`config.mk`:
```
export PLATFORM = sky130hd
export DESIGN_NAME = trp_reset_ctrl
export DESIGN_NICKNAME = d
export VERILOG_FILES = /design/src/trp_pkg.sv /design/src/trp_rst_sync.sv /design/src/trp_reset_ctrl.sv
export SDC_FILE = /design/constraint.sdc
export NUM_CORES = 1
export LEC_CHECK = 0
export BUFFER_PORTS_ARGS = -buffer_cell sky130_fd_sc_hd__buf_4
export CAP_MARGIN = 0
export CORE_MARGIN = 5
export CORE_UTILIZATION = 58
export DETAILED_ROUTE_END_ITERATION = 16
export PLACE_DENSITY = 0.84
export SYNTH_ARGS = -nofsm -noshare
export SYNTH_HDL_FRONTEND = slang
export SYNTH_SLANG_ARGS = --single-unit
```
`constraint.sdc`:
```
create_clock -name CLK -period 3.9 [get_ports CLK]
set_clock_uncertainty 0.05 [all_clocks]
set_input_delay 0.195 -clock CLK [delete_from_list [all_inputs] [get_ports CLK]]
set_output_delay 0.195 -clock CLK [all_outputs]
set_load 0.03 [all_outputs]
```
`src/trp_pkg.sv`:
```
// constants and types shared by the transceiver reset and power-down controller
package trp_pkg;

  // channel count limits: the status word holds three level bits per channel from bit 8 up
  localparam int          TRP_NCH_DEF        = 4;
  localparam int          TRP_NCH_MAX        = 8;
  localparam int          TRP_CH_W           = 3;

  // register bus geometry
  localparam int          TRP_ADDR_W         = 8;
  localparam int          TRP_DATA_W         = 32;

  // register byte offsets
  localparam logic [7:0]  TRP_OFS_LOCK_DELAY = 8'h00;
  localparam logic [7:0]  TRP_OFS_STATUS     = 8'h04;
  localparam logic [7:0]  TRP_OFS_SHORT      = 8'h08;

  // reset values
  localparam logic [15:0] TRP_LOCK_DELAY_RST = 16'h0010;

  // status field positions
  localparam int          TRP_ST_LOCK_BIT    = 0;
  localparam int          TRP_ST_PD_BIT      = 1;
  localparam int          TRP_ST_PLLRST_BIT  = 2;
  localparam int          TRP_ST_CHAN_LSB    = 8;

  // least reset pulse width, in clock cycles
  localparam logic [1:0]  TRP_MIN_PULSE_CYC  = 2'h2;

  // per-channel reset request: tx digital in bit 0, rx digital in bit 1, rx analog in bit 2
  typedef struct packed
  {
    logic rx_ana;
    logic rx_dig;
    logic tx_dig;
  } trp_chan_rst_type;

endpackage : trp_pkg

```
`src/trp_rst_sync.sv`:
```
// two-flop level synchroniser with asynchronous assertion of the held output
`timescale 1ns/100ps
`default_nettype none
module trp_rst_sync
  import trp_pkg::*;
#(
  parameter int W = 1
)
(
  // clock and reset
  input  wire logic         clk,
  input  wire logic         reset,
  // raw asynchronous levels
  input  wire logic [W-1:0] async_in,
  // synchronised level and asserted-at-once, released-late level
  output logic      [W-1:0] sync_out,
  output logic      [W-1:0] held_out
);

  logic [W-1:0] meta_q;
  logic [W-1:0] sync_q;

  // first stage feeds the second stage only
  always_ff @(posedge clk)
  begin
    if (reset)
    begin
      meta_q <= '0;
      sync_q <= '0;
    end
    else
    begin
      meta_q <= async_in;
      sync_q <= meta_q;
    end
  end

  // assertion passes straight through, release waits for the synchronised copy
  assign held_out = async_in | sync_q;
  assign sync_out = sync_q;

endmodule : trp_rst_sync
`default_nettype wire

```
`src/trp_reset_ctrl.sv`:
```
// reset and power-down control for a block of transceiver channels
//
// Our own choices: the strobed register port and the register offsets.
`timescale 1ns/100ps
`default_nettype none
// Behaviour
// - each channel has its own coding-sublayer and analog resets, independent of others
// - all resets and power-down act at once, without waiting for a clock edge
// - transmit digital reset clears all transmit coding logic including its state machine
// - receive digital reset clears receive coding logic, alignment machines and verifiers
// - receive analog reset resets that channel's clock-and-data-recovery unit
// - block power-down powers down coding and analog parts of every channel
// - block power-down is one shared input, independent of every reset input
// - PLL lock status goes high when the PLL is locked to its reference
// - block power-down leaves the reference clock input buffers powered
module trp_reset_ctrl
  import trp_pkg::*;
#(
  parameter int NCH = TRP_NCH_DEF
)
(
  // clock and reset
  input  wire logic                  CLK,
  input  wire logic                  RESET,
  // register port
  input  wire logic [TRP_ADDR_W-1:0] ADDR,
  input  wire logic [TRP_DATA_W-1:0] WDATA,
  input  wire logic                  WR,
  input  wire logic                  RD,
  output logic      [TRP_DATA_W-1:0] RDATA,
  // user reset and power-down requests
  input  wire trp_chan_rst_type [NCH-1:0] CH_RST_IN,
  input  wire logic                  PLL_RESET_IN,
  input  wire logic                  BLOCK_PWRDN_IN,
  // raw lock indication from the PLL
  input  wire logic                  PLL_LOCK_RAW,
  // resets and power-down toward the channel logic
  output logic      [NCH-1:0]        TX_PCS_RST,
  output logic      [NCH-1:0]        RX_PCS_RST,
  output logic      [NCH-1:0]        RX_CDR_RST,
  output logic      [NCH-1:0]        CH_PWRDN,
  output logic                       PLL_RST,
  output logic                       PLL_PWRDN,
  output logic                       REFCLK_BUF_EN,
  // lock status toward user logic
  output logic                       PLL_LOCKED
);

  localparam int NB = TRP_CH_W * NCH;
  localparam int SW = NB + 3;

  // refuse channel counts the status word cannot carry
  if (NCH < 1 || NCH > TRP_NCH_MAX)
  begin : g_bad_nch
    $error("trp_reset_ctrl: NCH out of range");
  end

  logic [SW-1:0] raw_all;
  logic [SW-1:0] sync_all;
  logic [SW-1:0] held_all;
  logic [NB-1:0] ch_sync_d1_q;
  logic [NB-1:0] short_q;
  logic [NB-1:0] short_set;
  logic [15:0]   lock_delay_q;
  logic [15:0]   lock_cnt_q;
  logic          lock_ok;
  logic          wr_short;

  // channel requests, then PLL reset, power-down and lock
  assign raw_all = {PLL_LOCK_RAW, BLOCK_PWRDN_IN, PLL_RESET_IN, CH_RST_IN};

  trp_rst_sync #(.W(SW)) u_sync
  (
    .clk      (CLK),
    .reset    (RESET),
    .async_in (raw_all),
    .sync_out (sync_all),
    .held_out (held_all)
  );

  // per-channel reset fan-out; each channel sees only its own requests
  for (genvar i = 0; i < NCH; i++)
  begin : g_chan
    assign TX_PCS_RST[i] = held_all[TRP_CH_W*i];
    assign RX_PCS_RST[i] = held_all[TRP_CH_W*i+1];
    assign RX_CDR_RST[i] = held_all[TRP_CH_W*i+2];
    // power-down reaches every channel but touches no reset
    assign CH_PWRDN[i]   = held_all[NB+1];

    tx_hold_a: assert property (@(posedge CLK) disable iff (RESET)
      $fell(CH_RST_IN[i].tx_dig) |=> TX_PCS_RST[i])
      else $error("transmit reset released before synchronised copy");
    rx_now_a: assert property (@(posedge CLK) disable iff (RESET)
      CH_RST_IN[i].rx_dig |-> RX_PCS_RST[i] ##1 (RX_PCS_RST[i] || !CH_RST_IN[i].rx_dig))
      else $error("receive reset not asserted at once");
    cdr_rst_a: assert property (@(posedge CLK) disable iff (RESET)
      $rose(CH_RST_IN[i].rx_ana) |-> RX_CDR_RST[i] ##2 RX_CDR_RST[i] || !CH_RST_IN[i].rx_ana)
      else $error("recovery reset dropped while requested");
    chan_indep_a: assert property (@(posedge CLK) disable iff (RESET)
      (!CH_RST_IN[i].tx_dig && !$past(CH_RST_IN[i].tx_dig, 1) && !$past(CH_RST_IN[i].tx_dig, 2)
       && !$past(CH_RST_IN[i].tx_dig, 3)) |-> !TX_PCS_RST[i])
      else $error("transmit reset asserted without its own request");
  end : g_chan

  // PLL reset and PLL power-down pass asynchronously too
  assign PLL_RST       = held_all[NB];
  assign PLL_PWRDN     = held_all[NB+1];
  // reference buffers stay up so the PLL can relock right after power-up
  assign REFCLK_BUF_EN = 1'b1;

  pd_all_a: assert property (@(posedge CLK) disable iff (RESET)
    BLOCK_PWRDN_IN |-> (&CH_PWRDN) && PLL_PWRDN)
    else $error("power-down missed a channel or the PLL");
  refclk_on_a: assert property (@(posedge CLK) disable iff (RESET)
    held_all[NB+1] |-> REFCLK_BUF_EN)
    else $error("reference buffers off during power-down");
  pll_rst_a: assert property (@(posedge CLK) disable iff (RESET)
    PLL_RESET_IN |-> PLL_RST)
    else $error("PLL reset not passed through");

  // delayed copy of the synchronised channel levels for release detection
  always_ff @(posedge CLK)
  begin
    if (RESET)
      ch_sync_d1_q <= '0;
    else
      ch_sync_d1_q <= sync_all[NB-1:0];
  end

  // pulse-width watch: a release after fewer than the least cycles sets a sticky flag
  for (genvar j = 0; j < NB; j++)
  begin : g_pulse
    logic [1:0] width_q;

    always_ff @(posedge CLK)
    begin
      if (RESET)
        width_q <= 2'h0;
      else if (!sync_all[j])
        width_q <= 2'h0;
      else if (width_q != 2'h3)
        width_q <= width_q + 2'h1;
    end

    // width_q still holds the high count in the cycle after the fall
    assign short_set[j] = ch_sync_d1_q[j] && !sync_all[j] && (width_q < TRP_MIN_PULSE_CYC);
  end : g_pulse

  assign wr_short = WR && (ADDR == TRP_OFS_SHORT);

  // short-pulse flags: write one to clear, a new event in the same cycle wins
  always_ff @(posedge CLK)
  begin
    if (RESET)
      short_q <= '0;
    else
      short_q <= (short_q & ~(wr_short ? WDATA[NB-1:0] : '0)) | short_set;
  end

  short_set_a: assert property (@(posedge CLK) disable iff (RESET)
    short_set[0] |=> short_q[0])
    else $error("short pulse flag lost against a clear");

  // lock delay register steers how long raw lock must hold
  always_ff @(posedge CLK)
  begin
    if (RESET)
      lock_delay_q <= TRP_LOCK_DELAY_RST;
    else if (WR && (ADDR == TRP_OFS_LOCK_DELAY))
      lock_delay_q <= WDATA[15:0];
  end

  // lock is trusted only with no PLL reset and no power-down pending
  assign lock_ok = sync_all[NB+2] && !sync_all[NB] && !sync_all[NB+1];

  // lock qualifier: synchronised lock must hold lock_delay_q + 1 cycles before status rises
  always_ff @(posedge CLK)
  begin
    if (RESET)
    begin
      lock_cnt_q <= 16'h0000;
      PLL_LOCKED <= 1'b0;
    end
    else if (!lock_ok)
    begin
      lock_cnt_q <= 16'h0000;
      PLL_LOCKED <= 1'b0;
    end
    else if (lock_cnt_q == lock_delay_q)
      PLL_LOCKED <= 1'b1;
    else
      lock_cnt_q <= lock_cnt_q + 16'h0001;
  end

  lock_cause_a: assert property (@(posedge CLK) disable iff (RESET)
    $rose(PLL_LOCKED) |-> $past(lock_ok, 1) && $past(lock_cnt_q == lock_delay_q, 1))
    else $error("lock status rose without qualified lock");
  lock_drop_a: assert property (@(posedge CLK) disable iff (RESET)
    (PLL_RESET_IN || BLOCK_PWRDN_IN) |-> ##[1:3] !PLL_LOCKED)
    else $error("lock status held through PLL reset");

  // read data stands in the cycle after the strobe; unmapped reads return zero
  always_ff @(posedge CLK)
  begin
    if (RESET)
      RDATA <= '0;
    else if (RD)
    begin
      RDATA <= '0;
      unique case (ADDR)
        TRP_OFS_LOCK_DELAY: RDATA[15:0] <= lock_delay_q;
        TRP_OFS_STATUS:
        begin
          RDATA[TRP_ST_LOCK_BIT]                 <= PLL_LOCKED;
          RDATA[TRP_ST_PD_BIT]                   <= sync_all[NB+1];
          RDATA[TRP_ST_PLLRST_BIT]               <= sync_all[NB];
          RDATA[TRP_ST_CHAN_LSB +: NB]           <= sync_all[NB-1:0];
        end
        TRP_OFS_SHORT:      RDATA[NB-1:0] <= short_q;
        default:            RDATA <= '0;
      endcase
    end
    else
      RDATA <= '0;
  end

  cv_lock_c:  cover property (@(posedge CLK) disable iff (RESET) $rose(PLL_LOCKED));
  cv_pd_c:    cover property (@(posedge CLK) disable iff (RESET) $rose(BLOCK_PWRDN_IN));
  cv_short_c: cover property (@(posedge CLK) disable iff (RESET) |short_set);
  cv_tx_c:    cover property (@(posedge CLK) disable iff (RESET) $fell(TX_PCS_RST[0]));

endmodule : trp_reset_ctrl
`default_nettype wire

```
==> reports/metrics.yaml, run 1 <==
yosysTopAreaCell: "dfxtp_1"
first_pass_iters: 5
num_vias: 4212
yosysTopAreaCellShare_pct: 50.0
cts_tree: "built"
htree_num_levels: 4
drive_gt1_share_pct: 20.4
cp.required_ns: 4.23
pre_cts_ws_ns: 1.46
end_kind: "register"
ys.flop_type: "dfxtp_1"
yosys-top-cells-area: "dfxtp_1 (50%), mux2i_1 (5.5%), nor2_1 (5.0%)"
root_buffer: "clkbuf_8"
track_usage_pct: 22.7
reg2regPathDepth: 6
drtAntennaViolNets: 0
cpLargestDelayFamily: "simple AND/OR/NAND/NOR gates"
synth_xor_area_share_pct: 4.84
ys_ff_latch: 131
overflow: 0
insertion_delay_ns: 0.52
endpoint: "lock_cnt_q[1]"
synth_top_family_by_area: "simple AND/OR/NAND/NOR gates"
final_nets: 734
finalWeightedCongestion: 0.836
die_area_mm2: 0.0110
die_x_um: 105
grt_max_degree: 74
hold_viol_final: 0
io_buffers: 81
setup_viol: 0
crit_fanout: 22
antenna_found_initial: 0
synth_cell_types: 43
max_stage_delay_ns: 0.57
crit_slowest_cell: "nor4_4"
synth_cells: 559
first_global_vias: 4268
worstSetupStartpointType: "register"
cp.arrival_ns: 2.41
synthMuxAreaShare_pct: 5.54
cp-startpoint: "lock_cnt_q[2]"
rows: 34
hold_class: "in -> reg"
place_hpwl_um: 7690
post_cts_buffers: 0
first_iter_violations: 317
start_util_pct: 59.8
r2r_slack_ns: 1.82
synth-adder-area-share_pct: 3.10
die_h_um: 105
crit_chain: "xnor2_1 -> nand4_1 -> nor4_4 -> buf_8 -> mux2i_1 -> nor2_1"
areaGrowthSynthToFinish_pct: 27.0
syn_area_per_cell_um2: 9.38
numClockSinks: 131
synth_compound_area_share_pct: 5.97
io_pins: 111
cts_buffers: 17
n_antenna_cell: 0
worstMarginPinSlew_ns: 1.05
r2r_start: "lock_cnt_q[2]"
n_fill_cell: 527
yosysSeqAreaShare_pct: 50.0
power_density_mw_per_mm2: 461
critPathKind: "reg -> reg"
viasPerCell: 5.38
rsz0062_at_grt: "false"
timing.slew.headroom_pct: 28.7
cts_buffer_depth: 2
syn_area_mm2: 0.00524
fmax_mhz: 481
crit_cells: 6
setup-tns-final_ns: 0
drc: 0
slew_viol_final: 0
synthSimpleGateAreaFrac_pct: 24.3
ys.warnings.count: 0
min_period_ns: 2.08
coreArea_mm2: 0.00876
max_cap_violations: 0
clk_pin_slew_ns: 0.06
finalWirelength_um: 12300
setup_slack_ns: 1.82
cp_num_buf_inv: 1
wl_per_cell_um: 15.7
status: "finished clean"
rr_endpoint: "lock_cnt_q[1]"
p_leak_nw: 2.85
synth-edff-count: 0
vdd_drop_max_mv: 0.359
finalCritPeriodShare_pct: 53.3
async_reset_ff_share_pct: 0
grt_pass1_wl_um: 20400
-- how the worst min path moves through the flow --
stage	from	end	slack (ns)	cells past startpoint
finish	ADDR[3]	RDATA[5]	0.10	3
global route	ADDR[2]	RDATA[12]	0.13	3
CTS	ADDR[3]	RDATA[5]	0.08	3
detailed placement	CH_RST_IN[2]	u_sync.meta_q[2]	0.37	2
global placement	CH_RST_IN[3]	u_sync.meta_q[3]	0.36	2
floorplan	WDATA[4]	lock_delay_q[4]	0.27	2
-- layout by cell type, fill, tap and decap left out, types with 13 or more instances in the layout --
cell type      instances
a21oi_1               41
buf_4                 81
clkbuf_16             16
conb_1                13
dfxtp_1              131
dlygate4sd3_1         31
ha_1                  13
inv_1                 14
mux2i_1               29
nand2_1               57
nand2b_1              13
nor2_1                70
nor2b_1               31
or2_2                 14
xnor2_1               16
xor2_1                13
-- what timing repair did --
action                                 in CTS  in global routing
hold buffers                               31                  0
endpoints found under the hold margin      43                  0
resized for setup                           0                  0
-- registers in the layout, indices dropped and copies added, names as in the netlist --
name             flops
g_pulse.width_q     24
RDATA               20
lock_cnt_q          16
lock_delay_q        16
u_sync.meta_q       15
u_sync.sync_out     15
ch_sync_d1_q        12
short_q             12
PLL_LOCKED           1
-- metal layers --
metal	track usage [%]	share of wire, %	up-vias
li1	-	-	2042
met1	27.0	39	1965
met2	38.4	51	167
met3	5.55	6.0	38
met4	10.8	3.6	0
met5	0	0	-
-- power by group --
group          internal [mW]  switching (mW)
combinational         0.0955           0.107
clock                  0.888           0.600
sequential              1.36          0.0155
total                   2.35           0.723
-- stage by stage --
| step | power (mW) | cells | hold WS, ns | util (%) | cell area [um2] |
|---|---|---|---|---|---|
| 3_5_place_dp | 1.58 | 719 | 0.368 | 65.8 | 5770 |
| 2_1_floorplan | 1.53 | 570 | 0.269 | - | 5280 |
| 5_1_grt | 3.17 | 783 | 0.132 | 76.0 | 6660 |
| 3_3_place_gp | 1.58 | 719 | 0.359 | 65.8 | 5770 |
| 4_1_cts | 3.08 | 782 | 0.0829 | 75.8 | 6640 |
| 6_report | 3.07 | 783 | 0.103 | 76.0 | 6660 |
-- tightest hold or removal path, stage by stage --
cell	delay, ns
buf_4	0.19
mux2i_1	0.15
nor2_1	0.08
-- cell type report --
class	count	area [um2]	area share (%)
Multi-Input combinational cell	385	2350	35.3
Sequential cell	131	2620	39.4
Timing Repair Buffer	113	933	14.0
Clock inverter	13	123	1.84
Clock buffer	19	442	6.63
Inverter	14	52.6	0.789
Tap cell	108	135	2.03
-- cell usage after synthesis (2+ instances only) --
master	number
inv_1	14
dfxtp_1	131
o211ai_1	2
o21ai_1	9
and2_1	5
and3_1	2
a22oi_1	2
or3_2	2
buf_2	5
ha_1	13
nor3b_1	10
clkbuf_8	2
or3_1	6
nand2b_1	13
nor4_2	2
or4_1	8
nor2b_1	31
xnor2_1	16
clkbuf_1	12
nor2_1	70
nand4_1	9
nand2_2	2
mux2i_1	29
or2_2	14
buf_4	19
xor2_1	13
nand3_1	3
a21oi_1	41
o31ai_1	3
conb_1	2
nand2_1	57
-- cell families after synthesis --
group                      count (synthesis)
AOI/OAI and AO/OA                         58
xor gates and xnor gates                  29
adders and majority gates                 13
buffers and inverters                     54
DFF                                      131
muxes                                     29
other                                      2
and+or+nand+nor                          243
(Power assumes the default switching activity.)
==> run 2: changes to the inputs <==
- ABC_AREA: not set -> 1
- CORE_UTILIZATION: 58 -> 55
- PLACE_DENSITY: 0.84 -> 0.8
- clock period: 3.9 -> 2.12 ns (I/O delays scaled with it)
==> run 2 against run 1 <==
Compared with the run above:
- largest cell class unchanged
- critical endpoint is now RDATA[1]
- area after synthesis is 5.6% higher
- cell count is 29% higher
- utilization is 3.0 points lower
==> reports/metrics.yaml, run 2 <==
status: "finished clean"
insertion_delay_ns: 0.52  # about the same
place_inst: 934  # +30%
timing.slew.headroom_pct: 63.2  # +34 points
viasPerCell: 5.10  # -5.1%
vdd_drop_max_mv: 0.663  # +85%
crit_slowest_cell: "dlygate4sd3_1"
first_global_vias: 5027  # +18%
top_register: "g_pulse.width_q"
syn_area_per_cell_um2: 7.50  # -20%
top_regs: "g_pulse.width_q x24, RDATA x20"
coreArea_mm2: 0.00977  # +12%
hp-start: "ADDR[2]"
cp.arrival_ns: 2.42  # about the same
yosysSeqAreaShare_pct: 47.4  # -2.6 points
r2r_slack_ns: 0.45  # -1.37 ns
final_cells: 1007  # +29%
holdPathEnd: "RDATA[4]"
crit_chain: "dlygate4sd3_1 -> buf_4 -> nor3_4 -> dlygate4sd3_1 -> nand3_1 -> a31oi_1 -> dlygate4sd3_1"
cts_buffers: 17  # unchanged
final_nets: 935  # +27%
reg2regPathDepth: 10  # +4
grt_max_degree: 55  # -26%
yosys-top-cells-area: "dfxtp_1 (47%), nand2_1 (8.1%), inv_1 (7.8%)"
grt_pass1_wl_um: 23500  # +15%
die_h_um: 110  # +5.0%
clk_pin_slew_ns: 0.05  # about the same
yosys-top-cells-count: "dfxtp_1 (131), nand2_1 (120), inv_1 (115)"
async_reset_ff_share_pct: 0  # unchanged
final_common_cell: "dfxtp_1"
min_period_ns: 2.01
first_iter_violations: 385  # +21%
root_buffer: "clkbuf_8"
syn_area_mm2: 0.00554  # +5.6%
finalCritPeriodShare_pct: 94.8
drc: 0  # unchanged
start_util_pct: 56.6  # -3.2 points
drtAntennaViolNets: 0  # unchanged
worstSetupStartpointType: "input port"
n_antenna_cell: 0  # unchanged
rows: 36  # +5.9%
die_x_um: 110  # +5.0%
overflow: 0  # unchanged
crit_fanout: 5  # -77%
rr_endpoint: "lock_cnt_q[8]"
synth-adder-area-share_pct: 2.94  # -0.16 points
ys_ff_latch: 131  # unchanged
synth_xor_area_share_pct: 1.42  # -3.4 points
max_stage_delay_ns: 0.59  # +0.02 ns
synth_compound_area_share_pct: 12.8  # +6.9 points
htree_num_levels: 4  # unchanged
die_area_mm2: 0.0122  # +10%
first_pass_iters: 5  # unchanged
cts_tree: "built"
r2r_start: "lock_cnt_q[5]"
io_pins: 111  # unchanged
drive_gt1_share_pct: 16.2  # -4.2 points
cts_resized: 0  # unchanged
setup_viol: 0  # unchanged
antenna_found_initial: 0  # unchanged
largest_reg_flops: 24  # unchanged
hold_viol_final: 0  # unchanged
fmax_mhz: 498
place_hpwl_um: 9630  # +25%
cts_buffer_depth: 2  # unchanged
track_usage_pct: 24.9  # +2.2 points
end_kind: "register"
yosysTopAreaCell: "dfxtp_1"
max_cap_violations: 0  # unchanged
power_density_mw_per_mm2: 782  # +70%
hold_class: "in -> reg"
mostFrequentLayoutCells: "dfxtp_1 (131), nand2_1 (120), inv_1 (115)"
ys.flop_type: "dfxtp_1"
cp_common_cell: "dlygate4sd3_1"
setup-tns-final_ns: 0  # unchanged
slew_viol_final: 0  # unchanged
worstMarginPinSlew_ns: 0.552  # -0.503 ns
yosysTopAreaCellShare_pct: 47.4  # -2.6 points
synth.most_common_cell: "dfxtp_1"
io_buffers: 81  # unchanged
finalWeightedCongestion: 0.922  # +10%
num_vias: 5138  # +22%
p_leak_nw: 3.16  # +11%
synth_cells: 738  # +32%
synthSimpleGateAreaFrac_pct: 22.2  # -2.1 points
holdPathStages: 5  # +2
numClockSinks: 131  # unchanged
wl_per_cell_um: 14.1  # -10%
cp.required_ns: 2.53  # -1.70 ns
n_fill_cell: 710  # +35%
synth-edff-count: 0  # unchanged
rsz0062_at_grt: "false"
finalWirelength_um: 14200  # +16%
synth_cell_types: 28  # -35%
synthMuxAreaShare_pct: 0  # -5.5 points
areaGrowthSynthToFinish_pct: 28.9
critPathKind: "in -> reg"
synth_top_family_by_area: "simple AND/OR/NAND/NOR gates"
ys.warnings.count: 0  # unchanged
==> run 2: changes by cell type in the layout (fill, tap and decap cells not counted), moves of 13 or more <==
| cell | change |
|---|---|
| nand2b_1 | -13 |
| inv_1 | +101 |
| o21ai_0 | +52 |
| a21oi_1 | +30 |
| or2_2 | -14 |
| nand3_1 | +51 |
| nor2_1 | +22 |
| xnor2_1 | -16 |
| mux2i_1 | -29 |
| nand2_1 | +63 |
| nor2b_1 | -31 |
==> run 2: how the worst max path moves through the flow <==
stage | startpoint | endpoint | slack (ns) | cells past startpoint
floorplan | lock_cnt_q[0] | lock_cnt_q[10] | 0.78 | 8
global placement | lock_cnt_q[5] | lock_cnt_q[6] | 0.52 | 10
detailed placement | lock_cnt_q[5] | lock_cnt_q[8] | 0.49 | 10
CTS | ADDR[3] | RDATA[1] | 0.02 | 7
global route | ADDR[3] | RDATA[1] | 0.04 | 7
finish | ADDR[3] | RDATA[1] | 0.11 | 7
==> run 2: report_power, final <==
part	switching, mW	internal, mW	leakage (nW)
Clock	1.01	1.63	0.255
Sequential	0.0210	2.51	1.06
Combinational	0.232	0.168	1.84
==> run 2: final cells by class <==
cell class / instances / area [um2] / share of cell area (%)
clock buffer: 22 / 463 / 6.49
clock inverter: 8 / 78.8 / 1.11
inverter: 126 / 473 / 6.63
multi-input combinational: 455 / 2230 / 31.2
sequential: 131 / 2620 / 36.8
tap: 133 / 166 / 2.33
timing repair buffer: 132 / 1100 / 15.4
==> run 2: critical path: cells and delay by family <==
| family | cells | cell delay (ns) |
|---|---|---|
| and+or+nand+nor | 2 | 0.26 |
| AOI/OAI and AO/OA | 1 | 0.18 |
| buffers and inverters | 4 | 1.86 |
==> run 2: kinds of logic after synthesis <==
logic type	after synthesis
and+or+nand+nor	284
buffers and inverters	163
AOI/OAI and AO/OA	136
DFF	131
adders and majority gates	13
xor gates and xnor gates	9
other	2
==> run 2: timing repair <==
| item | 4_1_cts | 5_1_grt |
|---|---|---|
| hold buffers | 39 | 0 |
| buffers inserted | 0 | 4 |
| endpoints found under the setup margin | 0 | 1 |
| endpoints found under the hold margin | 59 | 0 |
==> run 2: metrics by stage <==
stage	utilization (%)	power, mW	hold slack [ns]	instance area [um2]	worst slack [ns]
2_1_floorplan	-	2.80	0.163	5580	0.777
3_3_place_gp	63.1	2.91	0.258	6170	0.522
3_5_place_dp	63.1	2.92	0.269	6170	0.490
4_1_cts	72.7	5.60	0.00751	7100	0.0230
5_1_grt	73.0	5.77	0.0484	7130	0.0390
6_report	73.0	5.58	0.0405	7130	0.111
==> run 2: metal layers <==
metal | global-route usage, % | part of all wire [%]
met5 | 0 | 0
met4 | 8.62 | 2.4
met3 | 7.75 | 6.3
met2 | 45.0 | 53
met1 | 27.6 | 38
==> run 3: changes to the inputs <==
- PLACE_DENSITY: 0.8 -> 0.92
==> run 3 against run 2 <==
Compared with the run above:
- total power up 7.5%
- register-to-register slack worse by 0.33 ns
- hold slack better by 0.014 ns
- worst setup slack worse by 0.015 ns
- utilization down 0.14 points
==> reports/metrics.yaml, run 3 (synthesized netlist as in run 2, its figures left out) <==
critPathKind: "in -> reg"
post_cts_buffers: 0  # unchanged
htree_num_levels: 4  # unchanged
status: "finished clean"
vdd_drop_max_mv: 0.908  # +37%
whs_ns: 0.0541  # +0.0136 ns
cp_common_cell: "dlygate4sd3_1"
max_stage_delay_ns: 0.55  # -0.04 ns
place_inst: 935  # +0.11%
crit_chain: "dlygate4sd3_1 -> buf_4 -> inv_1 -> nand3_1 -> nor2_4 -> nand2_2 -> o21ai_0 -> nor2_1 -> dlygate4sd3_1"
viasPerCell: 6.04  # +18%
grt_max_degree: 55  # unchanged
first_pass_iters: 6  # +1
multi_input_area_mm2: 0.00223  # unchanged
cts_hold_buf: 36  # -7.7%
start_util_pct: 56.6  # unchanged
power_density_mw_per_mm2: 842  # +7.7%
drc: 0  # unchanged
die_area_mm2: 0.0122  # unchanged
grt_pass1_wl_um: 32400  # +38%
root_buffer: "clkbuf_8"
io_pins: 111  # unchanged
cp_num_buf_inv: 4  # unchanged
cts_tree: "built"
insertion_delay_ns: 0.55  # +0.03 ns
largest_reg_flops: 24  # unchanged
n_fill_cell: 535  # -25%
pre_cts_ws_ns: 0.370  # -0.119 ns
setup-tns-final_ns: 0  # unchanged
min_period_ns: 2.02  # +0.0151 ns
finalWeightedCongestion: 0.934  # +1.3%
first_iter_violations: 945  # +150%
cts_buffers: 17  # unchanged
numClockSinks: 131  # unchanged
num_vias: 6062  # +18%
coreArea_mm2: 0.00977  # unchanged
wl_per_cell_um: 20.6  # +46%
setup_slack_ns: 0.0960  # -0.0151 ns
place_hpwl_um: 9350  # -2.9%
areaGrowthSynthToFinish_pct: 28.6
overflow: 0  # unchanged
hold_class: "in -> reg"
timing.slew.headroom_pct: 52.7  # -10 points
setup_viol: 0  # unchanged
clk_pin_slew_ns: 0.07  # +0.02 ns
final_common_cell: "dfxtp_1"
antenna_found_initial: 0  # unchanged
drtAntennaViolNets: 0  # unchanged
finalWirelength_um: 20700  # +45%
final_nets: 929  # -0.64%
cts_resized: 0  # unchanged
hold_viol_final: 0  # unchanged
worstMarginPinSlew_ns: 0.707  # +0.156 ns
top_register: "g_pulse.width_q"
rows: 36  # unchanged
end_kind: "register"
mostFrequentLayoutCells: "dfxtp_1 (131), nand2_1 (120), inv_1 (115)"
top_regs: "g_pulse.width_q x24, RDATA x20"
total_power_mw: 5.99  # +7.5%
fin_util_pct: 72.8  # -0.14 points
die_x_um: 110  # unchanged
track_usage_pct: 35.6  # +11 points
fin_area_mm2: 0.00712  # -0.19%
cp.required_ns: 2.49  # -0.04 ns
cpLargestDelayFamily: "buffers and inverters"
p_leak_nw: 3.15  # -0.12%
crit_fanout: 31  # +26
worstSetupStartpointType: "input port"
n_antenna_cell: 0  # unchanged
max_cap_violations: 0  # unchanged
finalCritPeriodShare_pct: 95.5  # +0.71 points
cp.arrival_ns: 2.40  # -0.02 ns
rsz0062_at_grt: "false"
slew_viol_final: 0  # unchanged
final_cells: 1003  # -0.40%
seq_area_mm2: 0.00262  # unchanged
cts_buffer_depth: 2  # unchanged
die_h_um: 110  # unchanged
fmax_mhz: 494  # -0.74%
crit_slowest_cell: "dlygate4sd3_1"
drive_gt1_share_pct: 16.4  # +0.19 points
first_global_vias: 6142  # +22%
dpl-instance-area_mm2: 0.00617  # about the same
io_buffers: 81  # unchanged
-- run 3: changes by cell type in the layout (fill, tap and decap cells not counted), sizes merged --
cell         previous run  this run
clkinv                  2         3
inv                   127       134
dlygate4sd3            39        36
buf                    93        90
clkbuf                 22        18
bufinv                  1         2
clkinvlp                4         1
-- run 3: layer usage --
layer / routed length (um) / GRT usage (%)
met1: 6840 / 38.3
met2: 9440 / 58.0
met3: 2450 / 11.1
met4: 1970 / 28.0
met5: 0 / 0
-- run 3: report_power, final --
part	internal (mW)	leakage (nW)	total [mW]	switching (mW)
Clock	1.75	0.291	3.02	1.27
Sequential	2.51	1.06	2.54	0.0305
Combinational	0.163	1.80	0.433	0.269
Total	4.42	3.15	5.99	1.57
-- run 3: final timing paths --
kind                        end        startpoint  slack, ns  cells after the start
max reg2reg      lock_cnt_q[10]    lock_cnt_q[10]       0.12                     10
min reg2reg  u_sync.sync_out[3]  u_sync.meta_q[3]       0.37                      2
max            lock_delay_q[15]           ADDR[3]        0.1                      9
min                    RDATA[8]           ADDR[0]       0.05                      6
-- run 3: final cells by class --
| type | instances | area share (%) |
|---|---|---|
| Multi-Input combinational cell | 455 | 31.3 |
| Clock inverter | 14 | 2.32 |
| Tap cell | 133 | 2.34 |
| Inverter | 126 | 6.64 |
| Clock buffer | 18 | 6.01 |
| Sequential cell | 131 | 36.8 |
| Timing Repair Buffer | 126 | 14.6 |
-- run 3: tightest hold or removal path, delay by kind of cell --
kind | cells | cell delay, ns
buffers and inverters | 2 | 0.13
AND/OR/NAND/NOR | 4 | 0.36
